**src/dtio_pkg.sv**
```systemverilog
`default_nettype none
package dtio_pkg;
	// clock and time units
	localparam int CLK_HZ = 200_000_000;
	localparam int FILTER_UNIT_US = 2000;
	localparam int FILTER_UNIT_CYCLES = (CLK_HZ / 1_000_000) * FILTER_UNIT_US;
	localparam int DELAY_UNIT_MS = 100;
	localparam int DELAY_UNIT_CYCLES = (CLK_HZ / 1000) * DELAY_UNIT_MS;

	// setting limits
	localparam logic [7:0] FILTER_MAX = 8'hc8;
	localparam logic [9:0] DELAY_MAX = 10'h258;

	// register byte offsets
	localparam logic [11:0] OFS_POLARITY = 12'h000;
	localparam logic [11:0] OFS_FILTER = 12'h004;
	localparam logic [11:0] OFS_CTRL = 12'h008;
	localparam logic [11:0] OFS_OC2_DELAY = 12'h00c;
	localparam logic [11:0] OFS_RLY2_DELAY = 12'h010;
	localparam logic [11:0] OFS_STATUS = 12'h014;
	localparam logic [11:0] OFS_RESTORE = 12'h018;
	localparam logic [11:0] OFS_BIAS = 12'h01c;
	localparam logic [11:0] OFS_CODE_BASE = 12'h020;
	localparam logic [11:0] OFS_CODE_LAST = 12'h03c;

	// control register bit positions
	localparam int CTRL_RLY1_OR_BIT = 0;
	localparam int CTRL_PWRUP_RUN_BIT = 1;
	localparam int CTRL_OC2_OR_BIT = 2;
	localparam int CTRL_RLY2_OR_BIT = 3;
	localparam int CTRL_AO2_VOLT_BIT = 4;
	localparam int CTRL_W = 5;

	// status register field positions
	localparam int STAT_LEVEL_LSB = 0;
	localparam int STAT_FUNC_LSB = 8;
	localparam int STAT_OUT_LSB = 16;
	localparam int STAT_RUN_LSB = 19;

	// reset values
	localparam logic [7:0] RST_POLARITY = 8'h00;
	localparam logic [7:0] RST_FILTER = 8'h00;
	localparam logic [CTRL_W-1:0] RST_CTRL = 5'h00;
	localparam logic [9:0] RST_DELAY = 10'h000;
	localparam logic [7:0] RST_BIAS = 8'h7e;
	localparam logic [7:0] RST_CODE = 8'h00;
	localparam logic [31:0] RESTORE_CMD = 32'h0000_0001;

	// function code memory
	localparam int MEM_DEPTH = 8;
	localparam int MEM_AW = 3;
	localparam logic [MEM_AW-1:0] CODE_IN5 = 3'h0;
	localparam logic [MEM_AW-1:0] CODE_IN8 = 3'h3;
	localparam logic [MEM_AW-1:0] CODE_RLY2_MAIN = 3'h4;
	localparam logic [MEM_AW-1:0] CODE_RLY2_AUX = 3'h5;
	localparam logic [7:0] CODE_INPUT_MAX = 8'h4b;

	// function conditions from the drive core
	typedef struct packed {
		logic relay_one_main;
		logic relay_one_aux;
		logic relay_two_main;
		logic relay_two_aux;
		logic oc_two_a;
		logic oc_two_b;
	} dtio_cond_s;

	// terminal outputs
	typedef struct packed {
		logic oc_output_two;
		logic relay_two;
		logic relay_one;
	} dtio_out_s;

	// run interlock state
	typedef enum logic [0:0] {
		RUN_LOCKED,
		RUN_ARMED
	} dtio_run_e;
endpackage
`default_nettype wire

```
**src/dtio_code_mem.sv**
```systemverilog
`timescale 1ns/1ps
`default_nettype none
module dtio_code_mem (
	// clock and reset
	input wire logic core_clk,
	input wire logic rst_n,
	// clear to defaults
	input wire logic clr,
	// write port
	input wire logic we,
	input wire logic [dtio_pkg::MEM_AW-1:0] waddr,
	input wire logic [7:0] wdata,
	// register side read port
	input wire logic [dtio_pkg::MEM_AW-1:0] raddr_a,
	output logic [7:0] rdata_a,
	// core side read port
	input wire logic [dtio_pkg::MEM_AW-1:0] raddr_b,
	output logic [7:0] rdata_b
);
	import dtio_pkg::*;

	logic [7:0] mem_r [MEM_DEPTH];

	// storage, clear wins over a write
	always_ff @(posedge core_clk) begin
		for (int i = 0; i < MEM_DEPTH; i++) begin
			if (!rst_n || clr) begin
				mem_r[i] <= RST_CODE;
			end else if (we && waddr == MEM_AW'(i)) begin
				mem_r[i] <= wdata;
			end
		end
	end

	// registered read ports
	always_ff @(posedge core_clk) begin
		if (!rst_n) begin
			rdata_a <= RST_CODE;
			rdata_b <= RST_CODE;
		end else begin
			rdata_a <= mem_r[raddr_a];
			rdata_b <= mem_r[raddr_b];
		end
	end
endmodule
`default_nettype wire

```
**src/dtio_terminal_logic.sv**
```systemverilog
// Implementation choices: the APB interface to the registers and the register addresses.
`timescale 1ns/1ps
`default_nettype none
// What this block does
// eight-bit polarity register, bit 0 for input one up to bit 7 for input eight.
// polarity bit 0 makes the function active while terminal is off.
// input filter time set in 2 ms units, range 0 to 200.
// new level accepted only after stable for filter time; zero passes straight.
// relay one combine select 0: energise when main and aux both true.
// relay one combine select 1: energise when main or aux true.
// power-up detect 0: run held off until run input opened and closed again.
// power-up detect 1: run starts at power-up when run input is on.
// open-collector two combine select 0 drives AND of its two conditions.
// open-collector two activation delayed by 0 to 60.0 seconds.
// relay two closing delayed 0 to 60.0 seconds after condition true.
// one bit selects AND or OR for relay two conditions.
// relay two main and aux function codes held, each 0 to 255.
// function codes 0 to 75 held for logic inputs five to eight; the code stores any value 0 to 255 there, unclamped.
// analog output two type bit: 0 current, 1 voltage.
// restore-defaults command 1 leaves the output bias trim unchanged.
module dtio_terminal_logic #(
	parameter int FILTER_TICK = dtio_pkg::FILTER_UNIT_CYCLES,
	parameter int DELAY_TICK = dtio_pkg::DELAY_UNIT_CYCLES
) (
	// clock and reset
	input wire logic core_clk,
	input wire logic rst_n,
	// apb slave
	input wire logic psel,
	input wire logic penable,
	input wire logic pwrite,
	input wire logic [11:0] paddr,
	input wire logic [31:0] pwdata,
	output logic [31:0] prdata,
	output logic pready,
	output logic pslverr,
	// terminal pins
	input wire logic [7:0] logic_inputs_one_to_eight,
	output dtio_pkg::dtio_out_s term_out,
	// drive core side
	input wire dtio_pkg::dtio_cond_s cond,
	input wire logic fwd_run_req,
	input wire logic rev_run_req,
	input wire logic [dtio_pkg::MEM_AW-1:0] code_sel,
	output logic [7:0] code_q,
	output logic [7:0] input_function_active,
	output logic motor_run_fwd,
	output logic motor_run_rev,
	// analog settings
	output logic aout_two_voltage_mode,
	output logic [7:0] aout_one_bias_trim
);
	import dtio_pkg::*;

	// two conditions joined by and or or
	function automatic logic combine(input logic main_c, input logic aux_c, input logic or_sel);
		combine = or_sel ? (main_c | aux_c) : (main_c & aux_c);
	endfunction

	// word decode of an offset
	function automatic logic hit(input logic [11:0] addr, input logic [11:0] ofs);
		hit = (addr == ofs);
	endfunction

	logic [7:0] input_polarity_select_r;
	logic [7:0] input_filter_time_r;
	logic [CTRL_W-1:0] ctrl_r;
	logic [9:0] oc_output_two_delay_r;
	logic [9:0] relay_two_close_delay_r;
	logic [7:0] bias_r;
	logic ack_r;
	logic [31:0] prdata_r;
	logic slverr_r;
	logic wr_en;
	logic restore;
	logic code_hit;
	logic mapped;
	logic [31:0] status_w;
	logic [31:0] rd_mux;
	logic [7:0] mem_rdata;
	logic [7:0] s1_r, s2_r, s3_r;
	logic [7:0] level_r;
	logic [7:0] fcnt_r [8];
	logic [31:0] ftick_cnt_r;
	logic ftick;
	logic [31:0] dtick_cnt_r;
	logic dtick;
	logic [1:0] dly_req;
	logic [9:0] dly_set [2];
	logic [9:0] dcnt_r [2];
	logic [1:0] dly_out_r;
	logic relay_one_r;
	dtio_run_e run_r;

	// apb decode
	assign code_hit = (paddr >= OFS_CODE_BASE) && (paddr <= OFS_CODE_LAST);
	assign mapped = (paddr[1:0] == 2'h0) && (code_hit || hit(paddr, OFS_POLARITY) || hit(paddr, OFS_FILTER)
		|| hit(paddr, OFS_CTRL) || hit(paddr, OFS_OC2_DELAY) || hit(paddr, OFS_RLY2_DELAY)
		|| hit(paddr, OFS_STATUS) || hit(paddr, OFS_RESTORE) || hit(paddr, OFS_BIAS));
	assign wr_en = psel && penable && pwrite && ack_r && mapped;
	assign restore = wr_en && hit(paddr, OFS_RESTORE) && (pwdata == RESTORE_CMD);
	assign pready = psel && penable && ack_r;
	assign prdata = prdata_r;
	assign pslverr = pready && slverr_r;

	// one wait cycle: answer on the second access cycle
	always_ff @(posedge core_clk) begin
		if (!rst_n) begin
			ack_r <= 1'b0;
		end else begin
			ack_r <= psel && penable && !ack_r;
		end
	end

	// read data and error captured in the first access cycle
	always_ff @(posedge core_clk) begin
		if (!rst_n) begin
			prdata_r <= 32'h0000_0000;
			slverr_r <= 1'b0;
		end else if (psel && penable && !ack_r) begin
			prdata_r <= pwrite ? 32'h0000_0000 : rd_mux;
			slverr_r <= !mapped;
		end
	end

	// status word, reads the block's live state
	always_comb begin
		status_w = 32'h0000_0000;
		status_w[STAT_LEVEL_LSB +: 8] = level_r;
		status_w[STAT_FUNC_LSB +: 8] = input_function_active;
		status_w[STAT_OUT_LSB +: 3] = term_out;
		status_w[STAT_RUN_LSB] = (run_r == RUN_ARMED);
	end

	// read multiplexer
	always_comb begin
		rd_mux = 32'h0000_0000;
		if (code_hit) begin
			rd_mux[7:0] = mem_rdata;
		end else if (hit(paddr, OFS_POLARITY)) begin
			rd_mux[7:0] = input_polarity_select_r;
		end else if (hit(paddr, OFS_FILTER)) begin
			rd_mux[7:0] = input_filter_time_r;
		end else if (hit(paddr, OFS_CTRL)) begin
			rd_mux[CTRL_W-1:0] = ctrl_r;
		end else if (hit(paddr, OFS_OC2_DELAY)) begin
			rd_mux[9:0] = oc_output_two_delay_r;
		end else if (hit(paddr, OFS_RLY2_DELAY)) begin
			rd_mux[9:0] = relay_two_close_delay_r;
		end else if (hit(paddr, OFS_STATUS)) begin
			rd_mux = status_w;
		end else if (hit(paddr, OFS_BIAS)) begin
			rd_mux[7:0] = bias_r;
		end
	end

	// configuration registers, restore returns them to defaults
	always_ff @(posedge core_clk) begin
		if (!rst_n || restore) begin
			input_polarity_select_r <= RST_POLARITY;
			input_filter_time_r <= RST_FILTER;
			ctrl_r <= RST_CTRL;
			oc_output_two_delay_r <= RST_DELAY;
			relay_two_close_delay_r <= RST_DELAY;
		end else if (wr_en) begin
			if (hit(paddr, OFS_POLARITY)) begin
				input_polarity_select_r <= pwdata[7:0];
			end
			if (hit(paddr, OFS_FILTER)) begin
				input_filter_time_r <= (pwdata[7:0] > FILTER_MAX) ? FILTER_MAX : pwdata[7:0];
			end
			if (hit(paddr, OFS_CTRL)) begin
				ctrl_r <= pwdata[CTRL_W-1:0];
			end
			if (hit(paddr, OFS_OC2_DELAY)) begin
				oc_output_two_delay_r <= (pwdata[9:0] > DELAY_MAX) ? DELAY_MAX : pwdata[9:0];
			end
			if (hit(paddr, OFS_RLY2_DELAY)) begin
				relay_two_close_delay_r <= (pwdata[9:0] > DELAY_MAX) ? DELAY_MAX : pwdata[9:0];
			end
		end
	end

	// bias trim survives restore
	always_ff @(posedge core_clk) begin
		if (!rst_n) begin
			bias_r <= RST_BIAS;
		end else if (wr_en && hit(paddr, OFS_BIAS)) begin
			bias_r <= pwdata[7:0];
		end
	end

	assign aout_one_bias_trim = bias_r;
	assign aout_two_voltage_mode = ctrl_r[CTRL_AO2_VOLT_BIT];

	// function codes for inputs five to eight and relay two
	dtio_code_mem u_code_mem (
		.core_clk(core_clk),
		.rst_n(rst_n),
		.clr(restore),
		.we(wr_en && code_hit),
		.waddr(paddr[MEM_AW+1:2]),
		.wdata(pwdata[7:0]),
		.raddr_a(paddr[MEM_AW+1:2]),
		.rdata_a(mem_rdata),
		.raddr_b(code_sel),
		.rdata_b(code_q)
	);

	// filter time base, one tick per unit
	always_ff @(posedge core_clk) begin
		if (!rst_n || ftick) begin
			ftick_cnt_r <= 32'h0000_0000;
		end else begin
			ftick_cnt_r <= ftick_cnt_r + 32'h0000_0001;
		end
	end
	assign ftick = (ftick_cnt_r == 32'(FILTER_TICK - 1));

	// delay time base, one tick per tenth of a second
	always_ff @(posedge core_clk) begin
		if (!rst_n || dtick) begin
			dtick_cnt_r <= 32'h0000_0000;
		end else begin
			dtick_cnt_r <= dtick_cnt_r + 32'h0000_0001;
		end
	end
	assign dtick = (dtick_cnt_r == 32'(DELAY_TICK - 1));

	// pin synchroniser, three stages
	always_ff @(posedge core_clk) begin
		if (!rst_n) begin
			s1_r <= 8'h00;
			s2_r <= 8'h00;
			s3_r <= 8'h00;
		end else begin
			s1_r <= logic_inputs_one_to_eight;
			s2_r <= s1_r;
			s3_r <= s2_r;
		end
	end

	// per-input filter and polarity
	genvar gi;
	generate
		for (gi = 0; gi < 8; gi++) begin : g_in
			// accept a level only once it held for the filter time
			always_ff @(posedge core_clk) begin
				if (!rst_n) begin
					level_r[gi] <= 1'b0;
					fcnt_r[gi] <= 8'h00;
				end else if (s2_r[gi] != s3_r[gi] || s3_r[gi] == level_r[gi]) begin
					fcnt_r[gi] <= 8'h00;
				end else if (input_filter_time_r == 8'h00) begin
					level_r[gi] <= s3_r[gi];
				end else if (ftick) begin
					if (fcnt_r[gi] >= input_filter_time_r) begin // whole units elapsed, never one short
						level_r[gi] <= s3_r[gi];
						fcnt_r[gi] <= 8'h00;
					end else begin
						fcnt_r[gi] <= fcnt_r[gi] + 8'h01;
					end
				end
			end

			// bit 0 inverts, bit 1 passes the terminal level
			always_ff @(posedge core_clk) begin
				if (!rst_n) begin
					input_function_active[gi] <= 1'b0;
				end else begin
					input_function_active[gi] <= input_polarity_select_r[gi] ? level_r[gi] : !level_r[gi];
				end
			end
		end
	endgenerate

	// relay one has no delay
	always_ff @(posedge core_clk) begin
		if (!rst_n) begin
			relay_one_r <= 1'b0;
		end else begin
			relay_one_r <= combine(cond.relay_one_main, cond.relay_one_aux, ctrl_r[CTRL_RLY1_OR_BIT]);
		end
	end

	// delayed channels: 0 relay two, 1 open-collector two
	assign dly_req[0] = combine(cond.relay_two_main, cond.relay_two_aux, ctrl_r[CTRL_RLY2_OR_BIT]);
	assign dly_req[1] = combine(cond.oc_two_a, cond.oc_two_b, ctrl_r[CTRL_OC2_OR_BIT]);
	assign dly_set[0] = relay_two_close_delay_r;
	assign dly_set[1] = oc_output_two_delay_r;

	genvar gd;
	generate
		for (gd = 0; gd < 2; gd++) begin : g_dly
			// on after the set delay, off at once
			always_ff @(posedge core_clk) begin
				if (!rst_n || !dly_req[gd]) begin
					dly_out_r[gd] <= 1'b0;
					dcnt_r[gd] <= 10'h000;
				end else if (dly_set[gd] == 10'h000) begin
					dly_out_r[gd] <= 1'b1;
				end else if (!dly_out_r[gd] && dtick) begin
					if (dcnt_r[gd] >= dly_set[gd]) begin // full delay elapsed before closing
						dly_out_r[gd] <= 1'b1;
					end else begin
						dcnt_r[gd] <= dcnt_r[gd] + 10'h001;
					end
				end
			end
		end
	endgenerate

	assign term_out.relay_one = relay_one_r;
	assign term_out.relay_two = dly_out_r[0];
	assign term_out.oc_output_two = dly_out_r[1];

	// power-up run interlock
	always_ff @(posedge core_clk) begin
		if (!rst_n) begin
			run_r <= RUN_LOCKED;
		end else begin
			case (run_r)
				RUN_LOCKED: begin
					if (ctrl_r[CTRL_PWRUP_RUN_BIT]) begin
						run_r <= RUN_ARMED;
					end else if (!fwd_run_req && !rev_run_req) begin
						run_r <= RUN_ARMED;
					end
				end
				RUN_ARMED: begin
					run_r <= RUN_ARMED;
				end
				default: begin
					run_r <= RUN_LOCKED;
				end
			endcase
		end
	end

	// run commands pass only once armed
	always_ff @(posedge core_clk) begin
		if (!rst_n) begin
			motor_run_fwd <= 1'b0;
			motor_run_rev <= 1'b0;
		end else begin
			motor_run_fwd <= (run_r == RUN_ARMED) && fwd_run_req;
			motor_run_rev <= (run_r == RUN_ARMED) && rev_run_req;
		end
	end
endmodule
`default_nettype wire

```
**config.mk**
```make
export PLATFORM = sky130hd
export DESIGN_NAME = dtio_terminal_logic
export DESIGN_NICKNAME = d
export VERILOG_FILES = /design/src/dtio_pkg.sv /design/src/dtio_code_mem.sv /design/src/dtio_terminal_logic.sv
export SDC_FILE = /design/constraint.sdc
export NUM_CORES = 1
export LEC_CHECK = 0
export ABC_CLOCK_PERIOD_IN_PS = 7000
export BUFFER_PORTS_ARGS = -buffer_cell sky130_fd_sc_hd__buf_2
export CAP_MARGIN = 10
export CORE_ASPECT_RATIO = 1.5
export CORE_MARGIN = 5
export CORE_UTILIZATION = 68
export CTS_BUF_LIST = sky130_fd_sc_hd__clkbuf_4 sky130_fd_sc_hd__clkbuf_8
export CTS_CLUSTER_SIZE = 8
export DETAILED_ROUTE_END_ITERATION = 8
export GPL_TIMING_DRIVEN = 0
export PLACE_DENSITY = 0.87
export SLEW_MARGIN = 20
export SYNTH_ARGS = -nofsm -noshare
export SYNTH_HDL_FRONTEND = slang
export SYNTH_SLANG_ARGS = --single-unit
```
**constraint.sdc**
```tcl
create_clock -name core_clk -period 7 [get_ports core_clk]
set_input_delay 0.35 -clock core_clk [delete_from_list [all_inputs] [get_ports core_clk]]
set_output_delay 0.35 -clock core_clk [all_outputs]
set_load 0.01 [all_outputs]
```
# == Yosys cells after proc, flatten, opt, wreduce, memory -nomap -nowiden ==
# Memory sizes are Yosys's and may differ from the RTL's. A register that Yosys moved wholly into a read port is not among the register bits.
# Cells that the tools add are included.
# totals
regBits,193
mem_bits_rw,148
input_bits,68
output_inout_bits,64
word_cells,504
memories,3
# memory_table
name,words,word_bits,rd,rd_clocked_by_memory_dff,wr,line,source
fcnt_r,8,8,8,0,8,dtio_terminal_logic.sv:83,logic [7:0] fcnt_r [8];
u_code_mem.mem_r,8,8,2,2,8,dtio_code_mem.sv:22,logic [7:0] mem_r [MEM_DEPTH];
dcnt_r,2,10,2,0,2,dtio_terminal_logic.sv:90,logic [9:0] dcnt_r [2];
# op_classes
addsub,12
n_lt_le_gt_ge,14
eq_ne,33
mux,257
n_bitwise,49
reduce_logical,100
# op_table
cell,n
$mux W8,38
$mux W1,204
$mux W10,7
$add A32 B1 Y32 const B,2
$add A8 B1 Y8 const B,8
$ge A8 B8 Y1,8
$eq A12 B5 Y1 const B,4
$or A1 B1 Y1,37
$mux W12,3
$eq A32 B1 Y1 const B,1
$eq A32 B19 Y1 const B,1
$eq A32 B25 Y1 const B,1
$mux W32,1
$logic_and A1 B1 Y1,26
$reduce_bool A2 Y1,13
$eq A12 B4 Y1 const B,2
$mux W24,1
$reduce_and A3 Y1,8
$logic_or A1 B1 Y1,21
$add A10 B1 Y10 const B,2
$ge A10 B10 Y1,2
$logic_not A10 Y1,2
$logic_not A1 Y1,19
$mux W15,1
19 further kinds,53

# == Logic depth before layout (Yosys ltp) ==
# Gate-level depths: netlist of the first run.
# logic_depth
depth_word,18
depth_mapped,10
mapped_depth_nobuf,7

# == By module ==
# Synthesis of the first run repeated with hierarchy kept, for this count alone.
# unflattened
cells_unflattened,1785
hier_area_um2,18203.7
# by_module_without_submodules
module,n_inst,cells_each,area_each_um2,seq_area_each_um2
dtio_terminal_logic,1,1541,14283.7,6145.9
dtio_code_mem,1,244,3920.0,2242.2

# == Worst setup path after synthesis of the first run ==
# No wires, ideal clock.
# synth_timing
kind,reg2reg
from,register ftick_cnt_r[13]
to,"memory fcnt_r[4][0], in the netlist fcnt_r[1][0] (enable)"
setup_time_ns,0.329
arrival_time_ns,2.461
t_required_ns,6.671
path_slack_ns,4.210
stages_incl_launch_ff,8
path_buffers,2
synth_period_minus_slack_ns,2.790
path_cell_list,dfxtp_1 -> or4b_1 -> or4_4 -> or3_1 -> buf_6 -> buf_2 -> o21a_1 -> nand2_1
# synth_lines
item,line,source
start: declaration,dtio_terminal_logic.sv:84,logic [31:0] ftick_cnt_r;
start signal: assignment,dtio_terminal_logic.sv:215,ftick_cnt_r <= ftick_cnt_r + 32'h0000_0001;
end: declaration,dtio_terminal_logic.sv:83,

==> results of run 1 <==
## power by group
part	leakage [nW]	internal (mW)	total [mW]	switching [mW]
Combinational	3.70	0.0962	0.257	0.161
Sequential	3.29	2.13	2.16	0.0306
Clock	0.592	0.957	1.74	0.786
Total	7.58	3.18	4.16	0.978
## layout make-up
class                           instances  area [µm²]
Antenna cell                            2        5.00
Buffer                                 97         428
Clock buffer                           94        1080
Clock inverter                          1        8.76
Fill cell                            1692        5760
Inverter                               57         214
Multi-Input combinational cell       1326        8970
Sequential cell                       345        8390
Tap cell                              333         417
Timing Repair Buffer                  123         671
## through the flow
stage               power [mW]  cells
global placement          2.43   2269
detailed placement        2.44   2271
CTS                       4.16   2376
global route              4.27   2377
floorplan                 2.34   1825
finish                    4.16   2378
## cell usage in the layout (no fill, tap or decap), types with 15 or more instances in the layout
master and count:
o21ai_0 56, buf_4 15, mux4_2 32, edfxtp_1 148, clkbuf_8 60, ha_1 96, nor2_1 222, nor3_1 57
and4_1 35, nand4_1 31, and3_1 26, clkbuf_1 70, mux2i_1 30, and2_1 66, dfxtp_1 197, clkbuf_4 34
nand2_1 143, xnor2_1 62, nor4_1 31, a21oi_1 44, xor2_1 70, nand3_1 98, buf_2 117, a211oi_1 30
nor2b_1 28, inv_1 55, or3_1 16
## kinds of logic after synthesis
family	after synthesis	synth area share [%]
xor+xnor	132	6.44
fa+ha+maj	96	6.69
other cells	1	0.0209
compound gates	234	8.61
simple gates	788	22.1
mux	64	5.82
buf+inv	154	3.58
flops	345	46.7
## sequential cells by signal, summed over array words and instances, names as in the netlist, 10 cells and up
| signal | flops |
|---|---|
| fcnt_r | 64 |
| u_code_mem.mem_r | 64 |
| dtick_cnt_r | 32 |
| dcnt_r | 20 |
| ftick_cnt_r | 32 |
| prdata | 20 |
| oc_output_two_delay_r | 10 |
| relay_two_close_delay_r | 10 |
## how the worst max path moves through the flow
| stage | startpoint | endpoint | slack (ps) | depth (start not counted) |
|---|---|---|---|---|
| 2_1_floorplan | ftick_cnt_r[13] | fcnt_r[1][0] | 4210 | 7 |
| 3_3_place_gp | paddr[6] | u_code_mem.mem_r[4][0] | 3390 | 7 |
| 3_5_place_dp | paddr[6] | u_code_mem.mem_r[4][2] | 3510 | 7 |
| 4_1_cts | ack_r | u_code_mem.mem_r[4][6] | 3720 | 7 |
| 5_1_grt | ack_r | u_code_mem.mem_r[4][6] | 3520 | 7 |
| 6_report | ack_r | u_code_mem.mem_r[4][6] | 3650 | 7 |
## routing by layer
metal | wire [µm] | share of wire, % | global-route usage (%) | up-vias
met4 | 3110 | 6.3 | 18.7 | 0
met5 | 0 | 0 | 0 | -
met1 | 18100 | 37 | 38.6 | 7191
li1 | - | - | - | 6912
met3 | 4030 | 8.2 | 6.43 | 223
met2 | 23900 | 49 | 55.2 | 811
==> flow_metrics.py, run 1 <==
metrics = {
    "clocking": {
        "clkSinkCount": 345,
        "h-tree-depth": 2,
        "root_buffer": "clkbuf_8",
        "cts_tree": "done",
        "clk_path_buf_depth": 3,
        "cts.repair.resized": 0,
        "cts_hold_buf": 10,
        "insertion_delay_ps": 610,
        "cts_setup_buffers": 0,
        "path_clk_slew_ps": 60,
        "cts_buffers": 52,
    },
    "synth": {
        "synth_area_leaders": "edfxtp_1 (25%), dfxtp_1 (22%), ha_1 (6.7%)",
        "synth.distinct_cells": 66,
        "synth.most_common_cell": "nor2_1",
        "netlist.area_leader.share_pct": 24.8,
        "synth.avg_cell_area_um2": 9.89,
        "synth_edf_count": 148,
        "synth-seq-cells": 345,
        "async_flop_share_pct": 0,
        "ys.flop_type": "dfxtp_1",
        "netlist_area_mm2": 0.0179,
        "seq_area_frac_synth_pct": 46.7,
        "ys_warn_count": 0,
        "ys_top_cells_by_count": "nor2_1 (222), dfxtp_1 (197), edfxtp_1 (148), nand2_1 (143), nand3_1 (98)",
        "yosysTopAreaCell": "edfxtp_1",
        "synthCells": 1814,
    },
    "sta": {
        "setup_total_negative_slack_ps": 0,
        "fin_skew_ps": 22.0,
        "worst_slew_pin_slew_ps": 1110,
        "fin_crit_sh_pct": 47.9,
        "setup_slack_ps": 3650,
        "setup_viol": 0,
        "slew_violations": 0,
        "slew-limit-headroom_pct": 25.4,
        "worst_hold_slack_ps": 17.1,
        "rsz0062_at_grt": "no",
        "fmax_ghz": 0.299,
        "fin_crit_ps": 3350,
        "hold_violations": 0,
    },
    "hold_path": {
        "hp-class": "in2reg",
        "whs_endpoint": "motor_run_rev",
        "holdCritStartpoint": "rev_run_req",
        "hold_depth": 2,
    },
    "routing": {
        "avgRoutedWirePerCell_um": 20.7,
        "first_pass_iters": 6,
        "drc": 0,
        "drt_iter0_drc": 1208,
        "vias_per_cell": 6.37,
        "ant_nets": 0,
        "vias": 15100,
        "wl_um": 49100,
    },
    "layout": {
        "drive_gt1_share_pct": 13.7,
        "area.growth.synth_to_final_pct": 12.5,
        "utilization_pct": 77.8,
        "fin_area_mm2": 0.0202,
        "layout.nets": 2166,
    },
    "setup_path": {
        "cp.required_ps": 7230,
        "slowest_delay_ps": 700,
        "cp.buffers_inverters": 2,
        "reg2reg_depth": 7,
        "worstSetupStartpointType": "register",
        "worst-path-max-fanout": 10,
        "path_class": "reg2reg",
        "cp-end-kind": "register",
        "cp_cell_sequence": "and3_1 -> clkbuf_1 -> nand4_1 -> or4_1 -> o21a_1 -> clkbuf_1 -> o21ai_1",
        "crit_top_cell": "clkbuf_1",
        "rr_startpoint": "ack_r",
        "reg2reg_slack_ps": 3650,
        "cpMaxStageDelayCell": "or4_1",
        "arrival_ps": 3580,
        "reg2reg_to": "u_code_mem.mem_r[4][6]",
        "critPathTopFamily": "simple AND/OR/NAND/NOR gates",
    },
    "place": {
        "io_buffers": 111,
        "hpwl_um": 34700,
        "pre_cts_slack_ps": 3510,
        "postPlaceCellArea_mm2": 0.0190,
        "place_congestion": 0.944,
    },
    "die": {
        "initial_core_util_pct": 69.2,
        "rows": 72,
        "dieArea_mm2": 0.0298,
        "die_x_um": 143,
        "ioPinCount": 132,
        "core_area_mm2": 0.0259,
        "die_y_um": 209,
    },
    "grt": {
        "first_global_vias": 15200,
        "grt_pass1_wl_um": 78000,
        "grt_usage_pct": 32.7,
        "grt_max_degree": 14,
        "grt_overflow_total": 0,
        "antenna_found_initial": 1,
    },
    "status": {
        "outcome": "completed",
    },
    "flow_run": {
        "max_cap_viol_count": 0,
    },
    "power": {
        "power_density_mw_per_mm2": 206,
        "p_leak_nw": 7.58,
        "vdd_drop_max_v": 0.000183,
    },
}
Power figures use the tool's default switching activity.
==> run 2, diff against run 1 <==
- ABC_CLOCK_PERIOD_IN_PS: 7000 -> 3300
- CORE_UTILIZATION: 68 -> 63
- PLACE_DENSITY: 0.87 -> 0.81
- clock period: 7 -> 3.3 ns (I/O delays scaled with it)
==> run 2 against run 1 <==
Sequential share of layout area is 0.28 points lower. Total power up 110%. Critical path depth is the same. Setup slack worse by 3700 ps. Final area is 0.68% higher. Largest cell class unchanged. The flow now finishes with violations (setup timing). Non-clock buffer count is 10 higher. Count of clock-buffer cells in the layout is the same. Register-to-register slack lost 3700 ps. Worst hold slack got worse by 2.7 ps. Critical endpoint is now u_code_mem.mem_r[2][5].
==> flow_metrics.py, run 2 (synthesis results as in run 1) <==
metrics = {
    "layout": {
        "drive_gt1_share_pct": 14.0,
        "final_common_cell": "nor2_1",
        "insertedDiodeCount": 0,
        "mostFrequentLayoutCells": "nor2_1 (222), dfxtp_1 (197), edfxtp_1 (148)",
        "fillers": 2080,
        "layout.nets": 2176,
        "reg_top3": "fcnt_r (64), u_code_mem.mem_r (64)",
        "area.growth.synth_to_final_pct": 13.3,
    },
    "sta": {
        "setup_slack_ps": -55.1,
        "fin_skew_ps": 23.8,
        "fmax_ghz": 0.298,
        "hold_violations": 0,
        "fin_crit_ps": 3360,
        "worst_slew_pin_slew_ps": 1160,
        "rsz0062_at_grt": "yes",
        "fin_crit_sh_pct": 102,
        "slew-limit-headroom_pct": 22.1,
        "slew_violations": 0,
        "setup_viol": 49,
    },
    "setup_path": {
        "cp.required_ps": 3520,
        "cp-end-kind": "register",
        "path_class": "reg2reg",
        "worstSetupStartpointType": "register",
        "reg2reg_slack_ps": -60,
        "reg2reg_depth": 7,
        "arrival_ps": 3580,
        "worst-path-max-fanout": 10,
        "cpMaxStageDelayCell": "or4_1",
        "crit_top_cell": "clkbuf_1",
        "worst-path-stages": 7,
        "critPathTopFamily": "simple AND/OR/NAND/NOR gates",
        "rr_startpoint": "ack_r",
        "cp_cell_sequence": "and3_1 -> clkbuf_1 -> nand4_1 -> or4_1 -> o21a_1 -> clkbuf_1 -> o21ai_1",
        "cp.buffers_inverters": 2,
        "reg2reg_to": "u_code_mem.mem_r[2][5]",
        "slowest_delay_ps": 690,
    },
    "routing": {
        "wl_um": 48200,
        "ant_nets": 0,
        "first_pass_iters": 6,
        "avgRoutedWirePerCell_um": 20.1,
        "drt_iter0_drc": 1215,
        "vias": 15000,
        "drc": 0,
        "vias_per_cell": 6.26,
    },
    "place": {
        "pre_cts_slack_ps": -77.7,
        "place_congestion": 0.943,
        "hpwl_um": 35100,
        "io_buffers": 111,
    },
    "clocking": {
        "h-tree-depth": 2,
        "path_clk_slew_ps": 60,
        "cts_buffers": 52,
        "clk_path_buf_depth": 3,
        "cts_tree": "done",
        "insertion_delay_ps": 600,
        "root_buffer": "clkbuf_8",
        "clkSinkCount": 345,
    },
    "die": {
        "initial_core_util_pct": 64.0,
        "die_y_um": 217,
        "ioPinCount": 132,
        "die_x_um": 148,
        "dieArea_mm2": 0.0320,
        "rows": 75,
        "core_area_mm2": 0.0281,
    },
    "grt": {
        "grt_pass1_wl_um": 76100,
        "grt_usage_pct": 29.6,
        "first_global_vias": 15000,
        "grt_max_degree": 13,
        "antenna_found_initial": 0,
        "grt_overflow_total": 0,
    },
    "flow_run": {
        "max_cap_viol_count": 0,
    },
    "hold_path": {
        "hold_depth": 2,
        "holdCritStartpoint": "pwdata[5]",
        "whs_endpoint": "u_code_mem.mem_r[7][5]",
        "hp-class": "in2reg",
    },
    "status": {
        "failed_checks": "setup timing",
        "outcome": "finished, violations left",
    },
    "power": {
        "power_density_mw_per_mm2": 433,
        "p_total_mw": 8.79,
        "p_leak_nw": 7.63,
        "vdd_drop_max_v": 0.000323,
    },
}
## run 2: cell count changes in the layout (fill, tap and decap cells not counted), sizes merged
| cell | previous run | this run |
|---|---|---|
| clkinv | 2 | 3 |
| dlygate4sd3 | 10 | 20 |
| diode | 2 | 0 |
| inv | 56 | 55 |
## run 2: worst max path at each step
stage                         start                      to  slack (ps)
floorplan           ftick_cnt_r[13]            fcnt_r[1][0]         510
global placement           paddr[1]              prdata[17]        -170
detailed placement         paddr[6]  u_code_mem.mem_r[0][5]         -80
CTS                           ack_r  u_code_mem.mem_r[0][7]          -5
global route                  ack_r  u_code_mem.mem_r[1][4]        -210
finish                        ack_r  u_code_mem.mem_r[2][5]         -60
## run 2: per-stage QoR
stage	hold slack, ps	cell area [µm²]	instances	setup TNS (ps)	util [%]
floorplan	292	18000	1825	0	-
global placement	372	19000	2282	-2980	67.6
detailed placement	378	19000	2284	-2870	67.8
CTS	6.58	20300	2399	-12.6	72.3
global route	15.2	20300	2399	-9720	72.4
finish	14.4	20300	2399	-1040	72.4
## run 2: routing by layer
layer	wire, µm	GRT usage (%)
met2	24000	51.9
met5	0	0
met3	4150	4.58
met4	2620	15.3
met1	17400	35.0
## run 2: power by group
| group | internal [mW] | leakage (nW) | switching [mW] | total [mW] |
|---|---|---|---|---|
| Clock | 2.02 | 0.589 | 1.65 | 3.67 |
| Combinational | 0.211 | 3.75 | 0.339 | 0.550 |
| Sequential | 4.51 | 3.29 | 0.0618 | 4.57 |
## run 2: repair_timing
item	CTS	global route
setup buffers	0	0
gates resized for setup	0	9
endpoints found under the hold margin	19	0
setup endpoints to repair	4	125
gates cloned	0	0
hold buffers	20	0
## run 2: cell type report
class / count / area, µm² / share of cell area [%]
clock inverters: 1 / 5.00 / 0.0246
clock buffers: 94 / 1070 / 5.29
plain buffers: 97 / 428 / 2.11
flip-flops and latches: 345 / 8390 / 41.3
repair buffers: 133 / 774 / 3.81
inverters: 57 / 214 / 1.05
multi-input cells: 1326 / 9000 / 44.3
well taps: 346 / 433 / 2.13
